--- config.mk ---
export PLATFORM = sky130hd
export DESIGN_NAME = sxc_config
export DESIGN_NICKNAME = d
export VERILOG_FILES = /design/src/logic/sxc_pkg.sv /design/src/logic/sxc_clk_div.sv /design/src/logic/sxc_config.sv
export SDC_FILE = /design/constraint.sdc
export NUM_CORES = 1
export LEC_CHECK = 0
export BUFFER_PORTS_ARGS = -buffer_cell sky130_fd_sc_hd__buf_2
export CORE_UTILIZATION = 55
export CTS_BUF_LIST = sky130_fd_sc_hd__clkbuf_4 sky130_fd_sc_hd__clkbuf_8 sky130_fd_sc_hd__clkbuf_16
export CTS_CLUSTER_SIZE = 8
export DETAILED_ROUTE_END_ITERATION = 12
export PLACE_DENSITY = 0.85
export REMOVE_ABC_BUFFERS = 1
export SETUP_SLACK_MARGIN = 0.05
export SYNTH_ARGS = -nofsm -noshare
export SYNTH_HDL_FRONTEND = slang
export SYNTH_SLANG_ARGS = --single-unit
--- constraint.sdc ---
create_clock -name aclk -period 4.3 [get_ports aclk]
set_clock_uncertainty 0.1 [all_clocks]
set_input_delay 0.86 -clock aclk [delete_from_list [all_inputs] [get_ports aclk]]
set_output_delay 0.86 -clock aclk [all_outputs]
set_load 0.05 [all_outputs]
--- src/logic/sxc_pkg.sv ---
`default_nettype none
package sxc_pkg;
  // Register indices; byte address is four times the index
  localparam logic [7:0] IDX_CTRL1 = 8'h01;
  localparam logic [7:0] IDX_CTRL3 = 8'h03;
  localparam logic [7:0] IDX_OWN_ID = 8'h04;
  localparam logic [7:0] IDX_XFER = 8'h05;
  localparam logic [7:0] IDX_RESPONSE_ID_REG = 8'h10;
  localparam logic [7:0] IDX_STATUS = 8'h11;
  localparam logic [7:0] IDX_ROLE = 8'h12;
  localparam logic [7:0] A_CTRL1 = {IDX_CTRL1[5:0], 2'b00};
  localparam logic [7:0] A_CTRL3 = {IDX_CTRL3[5:0], 2'b00};
  localparam logic [7:0] A_OWN_ID = {IDX_OWN_ID[5:0], 2'b00};
  localparam logic [7:0] A_XFER = {IDX_XFER[5:0], 2'b00};
  localparam logic [7:0] A_RESPONSE_ID_REG = {IDX_RESPONSE_ID_REG[5:0], 2'b00};
  localparam logic [7:0] A_STATUS = {IDX_STATUS[5:0], 2'b00};
  localparam logic [7:0] A_ROLE = {IDX_ROLE[5:0], 2'b00};
  // Writable bits of each register except STATUS
  localparam logic [7:0] CTRL1_WMASK = 8'h80;
  localparam logic [7:0] CTRL3_WMASK = 8'h70;
  localparam logic [7:0] OWN_ID_WMASK = 8'h67;
  localparam logic [7:0] XFER_WMASK = 8'hEF;
  localparam logic [7:0] RESPONSE_ID_REG_WMASK = 8'hFF;
  localparam logic [7:0] ROLE_WMASK = 8'h01;
  // Reset values
  localparam logic [7:0] CTRL1_RST = 8'h00;
  localparam logic [7:0] CTRL3_RST = 8'h00;
  localparam logic [7:0] OWN_ID_RST = 8'h00;
  localparam logic [7:0] XFER_RST = 8'h00;
  localparam logic [7:0] RESPONSE_ID_REG_RST = 8'h00;
  localparam logic [7:0] ROLE_RST = 8'h00;
  // Field positions
  localparam int EXT_SETUP_BIT = 7;
  localparam int SCF_LSB = 4;
  localparam int RRE_BIT = 6;
  localparam int SRE_BIT = 5;
  localparam int ID_LSB = 0;
  localparam int TP_LSB = 5;
  localparam int MO_LSB = 0;
  localparam int ROLE_TGT_BIT = 0;
  // Timing figures
  localparam logic [3:0] PERIOD_BASE = 4'h4;
  localparam logic [3:0] OFFSET_MAX = 4'h8;
  // Divider limits in half steps of the input clock
  localparam logic [3:0] LIM_DIV1 = 4'h2;
  localparam logic [3:0] LIM_DIV1P5 = 4'h3;
  localparam logic [3:0] LIM_DIV2 = 4'h4;
  localparam logic [3:0] LIM_DIV3 = 4'h6;
  localparam logic [3:0] LIM_DIV4 = 4'h8;
  localparam logic [3:0] LIM_NONE = 4'h0;
  // Bus phase codes on MSG, C/D, I/O
  localparam logic [2:0] PH_DATA_OUT = 3'h0;
  localparam logic [2:0] PH_DATA_IN = 3'h1;
  localparam logic [1:0] RESP_OKAY = 2'h0;
  localparam logic [1:0] RESP_SLVERR = 2'h2;
  typedef struct packed {
    logic [2:0] period_code;
    logic ext_setup;
    logic [2:0] scf;
    logic [3:0] max_offset;
  } sxc_sync_cfg_type;
endpackage
`default_nettype wire

--- src/logic/sxc_clk_div.sv ---
`timescale 1ns/1ps
`default_nettype none
module sxc_clk_div import sxc_pkg::*; #(
  parameter int ACC_W = 4
) (
  input wire logic aclk,
  input wire logic aresetn,
  input wire logic [2:0] code,
  output logic en
);
  if (ACC_W < 4) begin
    $error("sxc_clk_div: ACC_W below 4");
  end
  logic [ACC_W-1:0] acc_q;
  logic [ACC_W-1:0] lim;
  logic [ACC_W-1:0] sum;
  always_comb begin
    unique case (code)
      3'h0: lim = ACC_W'(LIM_DIV3);
      3'h1: lim = ACC_W'(LIM_DIV1);
      3'h2: lim = ACC_W'(LIM_DIV1P5);
      3'h3: lim = ACC_W'(LIM_DIV2);
      3'h4: lim = ACC_W'(LIM_DIV3);
      3'h5: lim = ACC_W'(LIM_DIV4);
      default: lim = ACC_W'(LIM_NONE);
    endcase
  end
  assign sum = acc_q + ACC_W'(2);
  // Two half steps per cycle; fractional ratios fall out
  always_ff @(posedge aclk) begin
    if (!aresetn || lim == '0) begin
      acc_q <= '0;
      en <= 1'b0;
    end else if (sum >= lim) begin
      acc_q <= sum - lim;
      en <= 1'b1;
    end else begin
      acc_q <= sum;
      en <= 1'b0;
    end
  end
endmodule
`default_nettype wire

--- src/logic/sxc_config.sv ---
`timescale 1ns/1ps
`default_nettype none
module sxc_config import sxc_pkg::*; #(
  parameter int ID_COUNT = 8
) (
  input wire logic aclk,
  input wire logic aresetn,
  input wire logic [7:0] s_axi_awaddr,
  input wire logic s_axi_awvalid,
  output logic s_axi_awready,
  input wire logic [31:0] s_axi_wdata,
  input wire logic [3:0] s_axi_wstrb,
  input wire logic s_axi_wvalid,
  output logic s_axi_wready,
  output logic [1:0] s_axi_bresp,
  output logic s_axi_bvalid,
  input wire logic s_axi_bready,
  input wire logic [7:0] s_axi_araddr,
  input wire logic s_axi_arvalid,
  output logic s_axi_arready,
  output logic [31:0] s_axi_rdata,
  output logic [1:0] s_axi_rresp,
  output logic s_axi_rvalid,
  input wire logic s_axi_rready,
  input wire logic ti_load,
  input wire logic [7:0] ti_data,
  input wire logic [7:0] bus_data_pin,
  input wire logic [2:0] bus_phase_pin,
  input wire logic arb_active,
  input wire logic sel_seen,
  input wire logic resel_seen,
  input wire logic sending,
  input wire logic xfer_active,
  output logic [7:0] arb_id_drive,
  output logic arb_won,
  output logic sel_respond,
  output logic resel_respond,
  output logic role_target,
  output logic sync_tick,
  output logic [3:0] sync_period_clocks,
  output logic [3:0] max_sync_offset,
  output logic sync_mode
);
  // Priority decoding assumes eight IDs
  if (ID_COUNT != 8) begin
    $error("sxc_config: ID_COUNT must be 8");
  end

  // Registers
  logic [7:0] ctrl1_q;
  logic [7:0] ctrl3_q;
  logic [7:0] own_id_q;
  logic [7:0] xfer_q;
  logic [7:0] response_id_reg_q;
  logic [7:0] role_q;
  sxc_sync_cfg_type cfg;

  // Bus write channel state
  logic aw_have_q;
  logic w_have_q;
  logic [7:0] awaddr_q;
  logic [7:0] wdata_q;
  logic wlane_q;
  logic wr_go;
  logic wr_hit;
  logic wr_lane;

  // Pin synchronisers
  logic [7:0] data_s1_q;
  logic [7:0] data_s2_q;
  logic [2:0] phase_s1_q;
  logic [2:0] phase_s2_q;

  // Timing
  logic core_en;
  logic [3:0] period_d;
  logic [3:0] period_q;
  logic [3:0] cnt_q;
  logic [3:0] offset_d;
  logic data_phase;
  logic [7:0] own_onehot;
  logic [7:0] higher_mask;
  logic [7:0] rd_d;
  logic rd_hit;
  logic resp_hit;
  logic period_last;

  assign cfg = '{
    period_code: xfer_q[TP_LSB +: 3],
    ext_setup: ctrl1_q[EXT_SETUP_BIT],
    scf: ctrl3_q[SCF_LSB +: 3],
    max_offset: xfer_q[MO_LSB +: 4]
  };

  // Write address and data taken in either order
  assign s_axi_awready = !aw_have_q && !s_axi_bvalid;
  assign s_axi_wready = !w_have_q && !s_axi_bvalid;
  assign wr_go = aw_have_q && w_have_q && !s_axi_bvalid;
  assign wr_lane = wr_go && wlane_q;

  always_ff @(posedge aclk) begin
    if (!aresetn) begin
      aw_have_q <= 1'b0;
      awaddr_q <= 8'h00;
    end else if (s_axi_awvalid && s_axi_awready) begin
      aw_have_q <= 1'b1;
      awaddr_q <= s_axi_awaddr;
    end else if (wr_go) begin
      aw_have_q <= 1'b0;
    end
  end

  always_ff @(posedge aclk) begin
    if (!aresetn) begin
      w_have_q <= 1'b0;
      wdata_q <= 8'h00;
      wlane_q <= 1'b0;
    end else if (s_axi_wvalid && s_axi_wready) begin
      w_have_q <= 1'b1;
      wdata_q <= s_axi_wdata[7:0];
      wlane_q <= s_axi_wstrb[0];
    end else if (wr_go) begin
      w_have_q <= 1'b0;
    end
  end

  always_comb begin
    unique case (awaddr_q)
      A_CTRL1, A_CTRL3, A_OWN_ID, A_XFER, A_RESPONSE_ID_REG, A_STATUS, A_ROLE: wr_hit = 1'b1;
      default: wr_hit = 1'b0;
    endcase
  end

  always_ff @(posedge aclk) begin
    if (!aresetn) begin
      s_axi_bvalid <= 1'b0;
      s_axi_bresp <= RESP_OKAY;
    end else if (wr_go) begin
      s_axi_bvalid <= 1'b1;
      s_axi_bresp <= wr_hit ? RESP_OKAY : RESP_SLVERR;
    end else if (s_axi_bready) begin
      s_axi_bvalid <= 1'b0;
    end
  end

  // Register writes; reserved bits masked off
  always_ff @(posedge aclk) begin
    if (!aresetn) begin
      ctrl1_q <= CTRL1_RST;
      ctrl3_q <= CTRL3_RST;
      own_id_q <= OWN_ID_RST;
      response_id_reg_q <= RESPONSE_ID_REG_RST;
      role_q <= ROLE_RST;
    end else if (wr_lane) begin
      unique case (awaddr_q)
        A_CTRL1: ctrl1_q <= wdata_q & CTRL1_WMASK;
        A_CTRL3: ctrl3_q <= wdata_q & CTRL3_WMASK;
        A_OWN_ID: own_id_q <= wdata_q & OWN_ID_WMASK;
        A_RESPONSE_ID_REG: response_id_reg_q <= wdata_q & RESPONSE_ID_REG_WMASK;
        A_ROLE: role_q <= wdata_q & ROLE_WMASK;
        default: ;
      endcase
    end
  end

  // Transfer register: table-indirect load wins over a bus write
  always_ff @(posedge aclk) begin
    if (!aresetn) begin
      xfer_q <= XFER_RST;
    end else if (ti_load) begin
      xfer_q <= ti_data;
    end else if (wr_lane && awaddr_q == A_XFER) begin
      xfer_q <= wdata_q & XFER_WMASK;
    end
  end

  // Reads
  always_comb begin
    rd_hit = 1'b1;
    unique case (s_axi_araddr)
      A_CTRL1: rd_d = ctrl1_q;
      A_CTRL3: rd_d = ctrl3_q;
      A_OWN_ID: rd_d = own_id_q;
      A_XFER: rd_d = xfer_q;
      A_RESPONSE_ID_REG: rd_d = response_id_reg_q;
      A_STATUS: rd_d = {max_sync_offset, sync_period_clocks};
      A_ROLE: rd_d = {5'h00, arb_won, sync_mode, role_q[ROLE_TGT_BIT]};
      default: begin
        rd_d = 8'h00;
        rd_hit = 1'b0;
      end
    endcase
  end

  assign s_axi_arready = !s_axi_rvalid;

  always_ff @(posedge aclk) begin
    if (!aresetn) begin
      s_axi_rvalid <= 1'b0;
      s_axi_rdata <= 32'h0000_0000;
      s_axi_rresp <= RESP_OKAY;
    end else if (s_axi_arvalid && s_axi_arready) begin
      s_axi_rvalid <= 1'b1;
      s_axi_rdata <= {24'h00_0000, rd_d};
      s_axi_rresp <= rd_hit ? RESP_OKAY : RESP_SLVERR;
    end else if (s_axi_rready) begin
      s_axi_rvalid <= 1'b0;
    end
  end

  // Two flip-flops on the bus pins
  always_ff @(posedge aclk) begin
    if (!aresetn) begin
      data_s1_q <= 8'h00;
      data_s2_q <= 8'h00;
      phase_s1_q <= 3'h0;
      phase_s2_q <= 3'h0;
    end else begin
      data_s1_q <= bus_data_pin;
      data_s2_q <= data_s1_q;
      phase_s1_q <= bus_phase_pin;
      phase_s2_q <= phase_s1_q;
    end
  end

  // Own ID onto its data line during arbitration
  always_comb begin
    own_onehot = 8'h00;
    own_onehot[own_id_q[ID_LSB +: 3]] = 1'b1;
    higher_mask = ~((own_onehot << 1) - 8'h01);
  end

  always_ff @(posedge aclk) begin
    if (!aresetn) begin
      arb_id_drive <= 8'h00;
      arb_won <= 1'b0;
    end else begin
      arb_id_drive <= arb_active ? own_onehot : 8'h00;
      arb_won <= arb_active && ((data_s2_q & higher_mask) == 8'h00);
    end
  end

  // Answers to selection and reselection; role left alone
  assign resp_hit = |(data_s2_q & response_id_reg_q);

  always_ff @(posedge aclk) begin
    if (!aresetn) begin
      sel_respond <= 1'b0;
      resel_respond <= 1'b0;
    end else begin
      sel_respond <= own_id_q[SRE_BIT] && sel_seen && resp_hit;
      resel_respond <= own_id_q[RRE_BIT] && resel_seen && resp_hit;
    end
  end

  assign role_target = role_q[ROLE_TGT_BIT];

  // Synchronous core clock enable
  sxc_clk_div #(
    .ACC_W(4)
  ) u_div (
    .aclk(aclk),
    .aresetn(aresetn),
    .code(cfg.scf),
    .en(core_en)
  );

  // Period in core clocks, setup clock only while sending
  always_comb begin
    period_d = {1'b0, cfg.period_code} + PERIOD_BASE;
    if (sending && cfg.ext_setup) begin
      period_d = period_d + 4'h1;
    end
  end

  always_ff @(posedge aclk) begin
    if (!aresetn) begin
      period_q <= PERIOD_BASE;
    end else begin
      period_q <= period_d;
    end
  end

  assign sync_period_clocks = period_q;

  assign period_last = cnt_q >= period_q - 4'h1;

  always_ff @(posedge aclk) begin
    if (!aresetn) begin
      cnt_q <= 4'h0;
      sync_tick <= 1'b0;
    end else if (!xfer_active) begin
      cnt_q <= 4'h0;
      sync_tick <= 1'b0;
    end else if (core_en && period_last) begin
      cnt_q <= 4'h0;
      sync_tick <= 1'b1;
    end else begin
      cnt_q <= core_en ? cnt_q + 4'h1 : cnt_q;
      sync_tick <= 1'b0;
    end
  end

  // Offset only in data phases; reserved codes fall back to asynchronous
  assign data_phase = phase_s2_q == PH_DATA_OUT || phase_s2_q == PH_DATA_IN;

  always_comb begin
    if (data_phase && cfg.max_offset <= OFFSET_MAX) begin
      offset_d = cfg.max_offset;
    end else begin
      offset_d = 4'h0;
    end
  end

  always_ff @(posedge aclk) begin
    if (!aresetn) begin
      max_sync_offset <= 4'h0;
      sync_mode <= 1'b0;
    end else begin
      max_sync_offset <= offset_d;
      sync_mode <= offset_d != 4'h0;
    end
  end
endmodule
`default_nettype wire

# ---- Yosys cells after proc, flatten, opt, wreduce, memory -nomap -nowiden
# Cells that the tools add are included.
dict set report word_totals {
  reg_bits 111
  inputBits 84
  out_inout_bits 63
}
dict set report classes {
  n_addsub 7
  order_cmp 5
  n_eq_ne 20
  n_mux 22
  bitwise 5
  n_reduce_logical 47
}
# op n
set ops {}
lappend ops {{8-bit one-hot mux with 7 select lines} 1}
lappend ops {{8-bit by 7-bit == test with 1-bit output (second input constant)} 6}
lappend ops {{8-bit by 5-bit == test with 1-bit output (second input constant)} 4}
lappend ops {{4-bit one-hot mux with 5 select lines} 1}
lappend ops {{1-bit logical AND} 18}
lappend ops {{8-bit bitwise AND} 2}
lappend ops {{8-bit by 3-bit == test with 1-bit output (second input constant)} 2}
lappend ops {{8-bit by 4-bit == test with 1-bit output (second input constant)} 2}
lappend ops {{8-bit 2-to-1 mux} 2}
lappend ops {{2-bit AND reduction} 7}
lappend ops {{7-bit OR reduction} 2}
lappend ops {{1-bit 2-to-1 mux} 12}
lappend ops {{4-bit 2-to-1 mux} 3}
lappend ops {{2-bit nonzero test} 5}
lappend ops {{4-bit by 1-bit adder with 4-bit output (second input constant)} 2}
lappend ops {{4-bit greater-or-equal comparator} 2}
lappend ops {{8-bit logical NOT} 1}
lappend ops {{8-bit inverter} 1}
lappend ops {{8-bit OR reduction} 1}
lappend ops {{8-bit by 1-bit subtractor with 8-bit output (second input constant)} 1}
lappend ops {{3-bit by 1-bit == test with 1-bit output (second input constant)} 2}
lappend ops {{3-bit by 2-bit == test with 1-bit output (second input constant)} 2}
lappend ops {{3-bit == test (second input constant)} 2}
lappend ops {{3-bit logical NOT} 2}
lappend ops {{16 further kinds} 23}

# ---- Longest topological paths before layout
dict set report depth {
  ltp_word 9
  mapped_depth 9
}

# ---- By module
# From an unflattened synthesis, not the netlist that was laid out.
dict set report unflattened {
  hier_cells 526
  hier_area_um2 4662.0
}
# module n_inst cells_each area_each_um2
set by_module_without_submodules {}
lappend by_module_without_submodules {sxc_config 1 484 4279.1}
lappend by_module_without_submodules {sxc_clk_div 1 42 382.9}

# ---- Least setup slack after synthesis
# Ideal clock, no wire load.
dict set report synth_path {
  path_kind {in2reg}
  start {in s_axi_araddr[5]}
  end {reg s_axi_rdata[2]}
  setup_time_ns 0.069
  arrival_time_ns 2.127
  path_slack_ns 2.004
  path_stages 5
  cell_sequence {or4_4 > or3b_4 > o22ai_1 > a31oi_1 > o21ai_1}
}
dict set report synth_via {
  elab_chain_len 2
  elab_cells_between_ends 8
  classes_between {eq/ne: 7; mux: 1}
}
# element line
set synth_rtl {}
lappend synth_rtl {{from (decl)} sxc_config.sv:18} ;# input wire logic [7:0] s_axi_araddr,
lappend synth_rtl {{8-bit by 7-bit == test with 1-bit output (tied with other cells)} sxc_config.sv:180} ;# unique case (s_axi_araddr)
lappend synth_rtl {{8-bit one-hot mux with 7 select lines *} sxc_config.sv:180}
lappend synth_rtl {{to (signal assigned)} sxc_config.sv:204} ;# s_axi_rdata <= {24'h00_0000, rd_d};
lappend synth_rtl {{to (decl)} sxc_config.sv:21} ;# output logic [31:0] s_axi_rdata,
# Mark *: on every way between the ends. The rest lies on a longest branch, timed or not.
# A chain may end at the register's enable or synchronous reset.

# ---- Worst setup path in the final report
dict set report layout_path {
  start {reg ctrl3_q[5]}
  end {reg u_div.acc_q[3]}
}
dict set report layout_via {
  elab_chain_len 5
  elab_cells_between_ends 13
  classes_between {add/sub: 1; order compare: 1; eq/ne: 5; mux: 2; reduce/logical: 4}
}
# element line
set layout_rtl {}
lappend layout_rtl {{from (decl)} sxc_config.sv:51} ;# logic [7:0] ctrl3_q;
lappend layout_rtl {{from (signal assigned)} sxc_config.sv:157} ;# A_CTRL3: ctrl3_q <= wdata_q & CTRL3_WMASK;
lappend layout_rtl {{3-bit == test or 3-bit logical NOT (tied branches)} sxc_clk_div.sv:18} ;# unique case (code)
lappend layout_rtl {{2-bit OR reduction (no source line)} --}
lappend layout_rtl {{4-bit one-hot mux with 5 select lines *} sxc_clk_div.sv:18}
lappend layout_rtl {{4-bit subtractor (tied with other cells)} sxc_clk_div.sv:35} ;# acc_q <= sum - lim;
lappend layout_rtl {{4-bit 2-to-1 mux or 1-bit logical OR (tied branches)} {sxc_clk_div.sv:34, sxc_clk_div.sv:31}}
lappend layout_rtl {{to (signal assigned)} sxc_clk_div.sv:35}
lappend layout_rtl {{to (signal assigned)} sxc_clk_div.sv:38} ;# acc_q <= sum;
lappend layout_rtl {{to (decl)} sxc_clk_div.sv:14} ;# logic [ACC_W-1:0] acc_q;
# Marks and branches as above.

==> qor.txt <==
outcome: completed
worst-skew pair later-pin latency: 0.37 ns
Slew Limit Fails: 0
Worst Max-Slew Pin Slew: 0.822 ns
IO Pins: 147
crit path DAT: 2.65 ns
global-route wire length before repair: 16.2 mm
kind of cell adding the most delay to the critical path: compound AO/OA/AOI/OAI gates
most frequent cells in the layout: dfxtp_1 (107), buf_2 (92), nand2_1 (62), nor2_1 (42), a21oi_1 (38)
CP max stage delay: 0.42 ns
fin crit period: 2.44 ns
WL/cell: 14.5 microns
post-route worst setup slack: 1.86 ns
post-CTS setup buffer count: 0
number of global-route vias before repair: 3,459
WP buf/inv: 0
async set or reset register ratio after synthesis: 0%
Clock transition at path regs: 0.10 ns
Netlist Area Pre-Place: 0.00468 sq mm
PwrDens: 411 mW/mm^2
Core ar.: 0.00822 sq mm
NetSw: 0.000642 W
nets: 696
most used cell, CP: nor2b_1
TNS Setup: 0 ns
Clock Power Share: 30.8%
IO Port Bufs: 92
critical path startpoint category: register
Die W: 94.2 microns
Comb pwr share: 18.8%
Starting Density: 56.9%
placed wire-length estimate: 7.72 mm
Yosys reg bits: 107
sequential fraction of the synthesis area: 45.8%
Post-synth EDFFs: 0
Post-CTS Hold Buffers: 0
ys flop type: dfxtp_1
# DRC: 0
antenna violations before repair: 0
RSZ-0062 raised after global routing: no
mean area per synthesized cell: 9.10 sq um
All-Layer GR Usage: 23.8%
Final Setup Violations: 0
Worst Path Max Fanout: 7
Pre-antenna DRT Iters: 5
Min-Delay Path Class: reg -> reg
Gate Count Post-Synth: 514
GRT Residual Overflow: 0
# clock sinks: 107
Die Y: 94.2 microns
CTS max path bufs: 2
Max Fclk: 0.410 GHz
Routed WL: 10.3 mm
CTS tree: done
Setup WS pre-CTS: 1.70 ns
PostCTS Resize Cnt: 0
Syn. warnings: 0
1st-iter DRT viols: 314
CP cell instances: nor2b_1, nor2b_1, ha_1, fa_1, a21boi_0, o21ai_1, nor2b_1, o2bb2ai_1
Layout area overhead: 13.0%
routed vias: 3,867
worst vdd ir: 0.000219 V
sw frac: 29.6%
internal cell power: 0.00153 W
Slew HR: 45.1%
via/cell ratio: 5.45
CTS buffer count: 9
CTS Root Cell: clkbuf_8
Core Util, Final: 64.3%
Fin. Hold Viols: 0
Worst Setup End Kind: register
slowest CP cell: fa_1
GP Congestion: 0.914
H-tree levels: 3
leakage: 2.30 nW
most common cell after layout, fill and taps aside: dfxtp_1
kind of critical path: reg -> reg
maxcap violations: 0
full die area: 0.00887 sq mm
largest net degree at the start of global routing: 47
diode count: 0
Detail Route Antenna Nets: 0
row cnt: 33
CP required: 4.51 ns
placed cell area: 0.00506 sq mm
fin crit share: 56.7%
final instance area: 0.00528 sq mm
Yosys cell types: 59
layout cell share with drive strength beyond 1: 20.0%
Reg power frac: 50.5%
-- cell type report --
class	instances	area (sq um)
Tap cell	105	131
Fill cell	696	2940
Clock buffer	10	131
Sequential cell	107	2140
Clock inverter	6	88.8
Multi-Input combinational cell	372	2260
Inverter	15	56.3
Timing Repair Buffer	94	475
-- synthesized netlist by cell type (3+ instances only) --
library cell,instances,area [sq um]
a21o_1,4,30.0
nand2b_1,3,18.8
clkbuf_1,11,41.3
ha_1,12,150
nor2_1,42,158
o22ai_1,3,18.8
a31oi_1,5,31.3
nor2b_1,8,50.1
nor4_1,4,25.0
and2_1,31,194
dfxtp_1,107,2140
buf_4,27,203
o21ai_0,18,90.1
a21oi_1,38,190
o21ai_1,3,15.0
mux2i_1,30,300
nor3_1,5,25.0
xnor2_1,7,61.3
a22oi_1,11,82.6
xor2_1,3,26.3
clkbuf_8,3,41.3
inv_1,14,52.6
nand2_1,62,233
a211oi_1,5,37.5
nand3_1,15,75.1
-- cells by family after synthesis --
family	after synthesis	synth area share, %
AOI/OAI and AO/OA	105	14.5
xor gates and xnor gates	10	1.87
adders and majority gates	13	3.64
buffers and inverters	60	7.95
DFF	107	45.8
muxes	31	6.66
other	1	0.0802
and+or+nand+nor	187	19.5
-- worst register-to-register path, cell delays in order (launching register included) --
cell	delay [ns]
dfxtp_1	0.39
nor2b_1	0.17
nor2b_1	0.14
ha_1	0.23
fa_1	0.42
a21boi_0	0.16
o21ai_1	0.42
nor2b_1	0.23
o2bb2ai_1	0.12
-- registers in the layout, summed over array words and instances, names as in the netlist, 2 cells and up --
name and cells:
arb_id_drive 8, awaddr_q 8, cnt_q 4, ctrl3_q 3
data_s1_q 8, data_s2_q 8, max_sync_offset 4, own_id_q 5
phase_s1_q 2, phase_s2_q 2, response_id_reg_q 8, s_axi_rdata 8
sync_period_clocks 4, u_div.acc_q 4, wdata_q 8, xfer_q 8
-- routing by layer --
layer	GRT usage, %	share of wire (%)	vias to the layer above
li1	-	-	1893
met1	30.1	42	1816
met2	40.9	50	142
met3	4.45	6.2	16
met4	7.18	1.2	0
met5	0	0	-
-- path summary, 6_finish.rpt --
path / start / cells after the start / slack (ns) / end
hold / removal: phase_s1_q[1] / 1 / 0.34 / phase_s2_q[1]
hold reg to reg: phase_s1_q[1] / 1 / 0.34 / phase_s2_q[1]
setup / recovery: ctrl3_q[5] / 8 / 1.86 / u_div.acc_q[3]
setup reg to reg: ctrl3_q[5] / 8 / 1.86 / u_div.acc_q[3]
-- power groups by stage --
| stage | clock network, W | registers, W | logic, W |
|---|---|---|---|
| after floorplan | 0 | 0.00113 | 0.000282 |
| after global placement | 0 | 0.00111 | 0.000384 |
| after detailed placement | 0 | 0.00112 | 0.000403 |
| after CTS | 0.000675 | 0.00109 | 0.000405 |
| after global routing | 0.000724 | 0.00110 | 0.000448 |
| final | 0.000668 | 0.00109 | 0.000407 |
-- per-stage QoR --
step	hold WS, ns	total power [W]	cells
detailed placement	0.320	0.00152	693
floorplan	0.312	0.00141	494
finish	0.340	0.00217	709
CTS	0.342	0.00217	709
global placement	0.314	0.00150	693
global route	0.355	0.00228	709
Power figures use the tool's default switching activity.
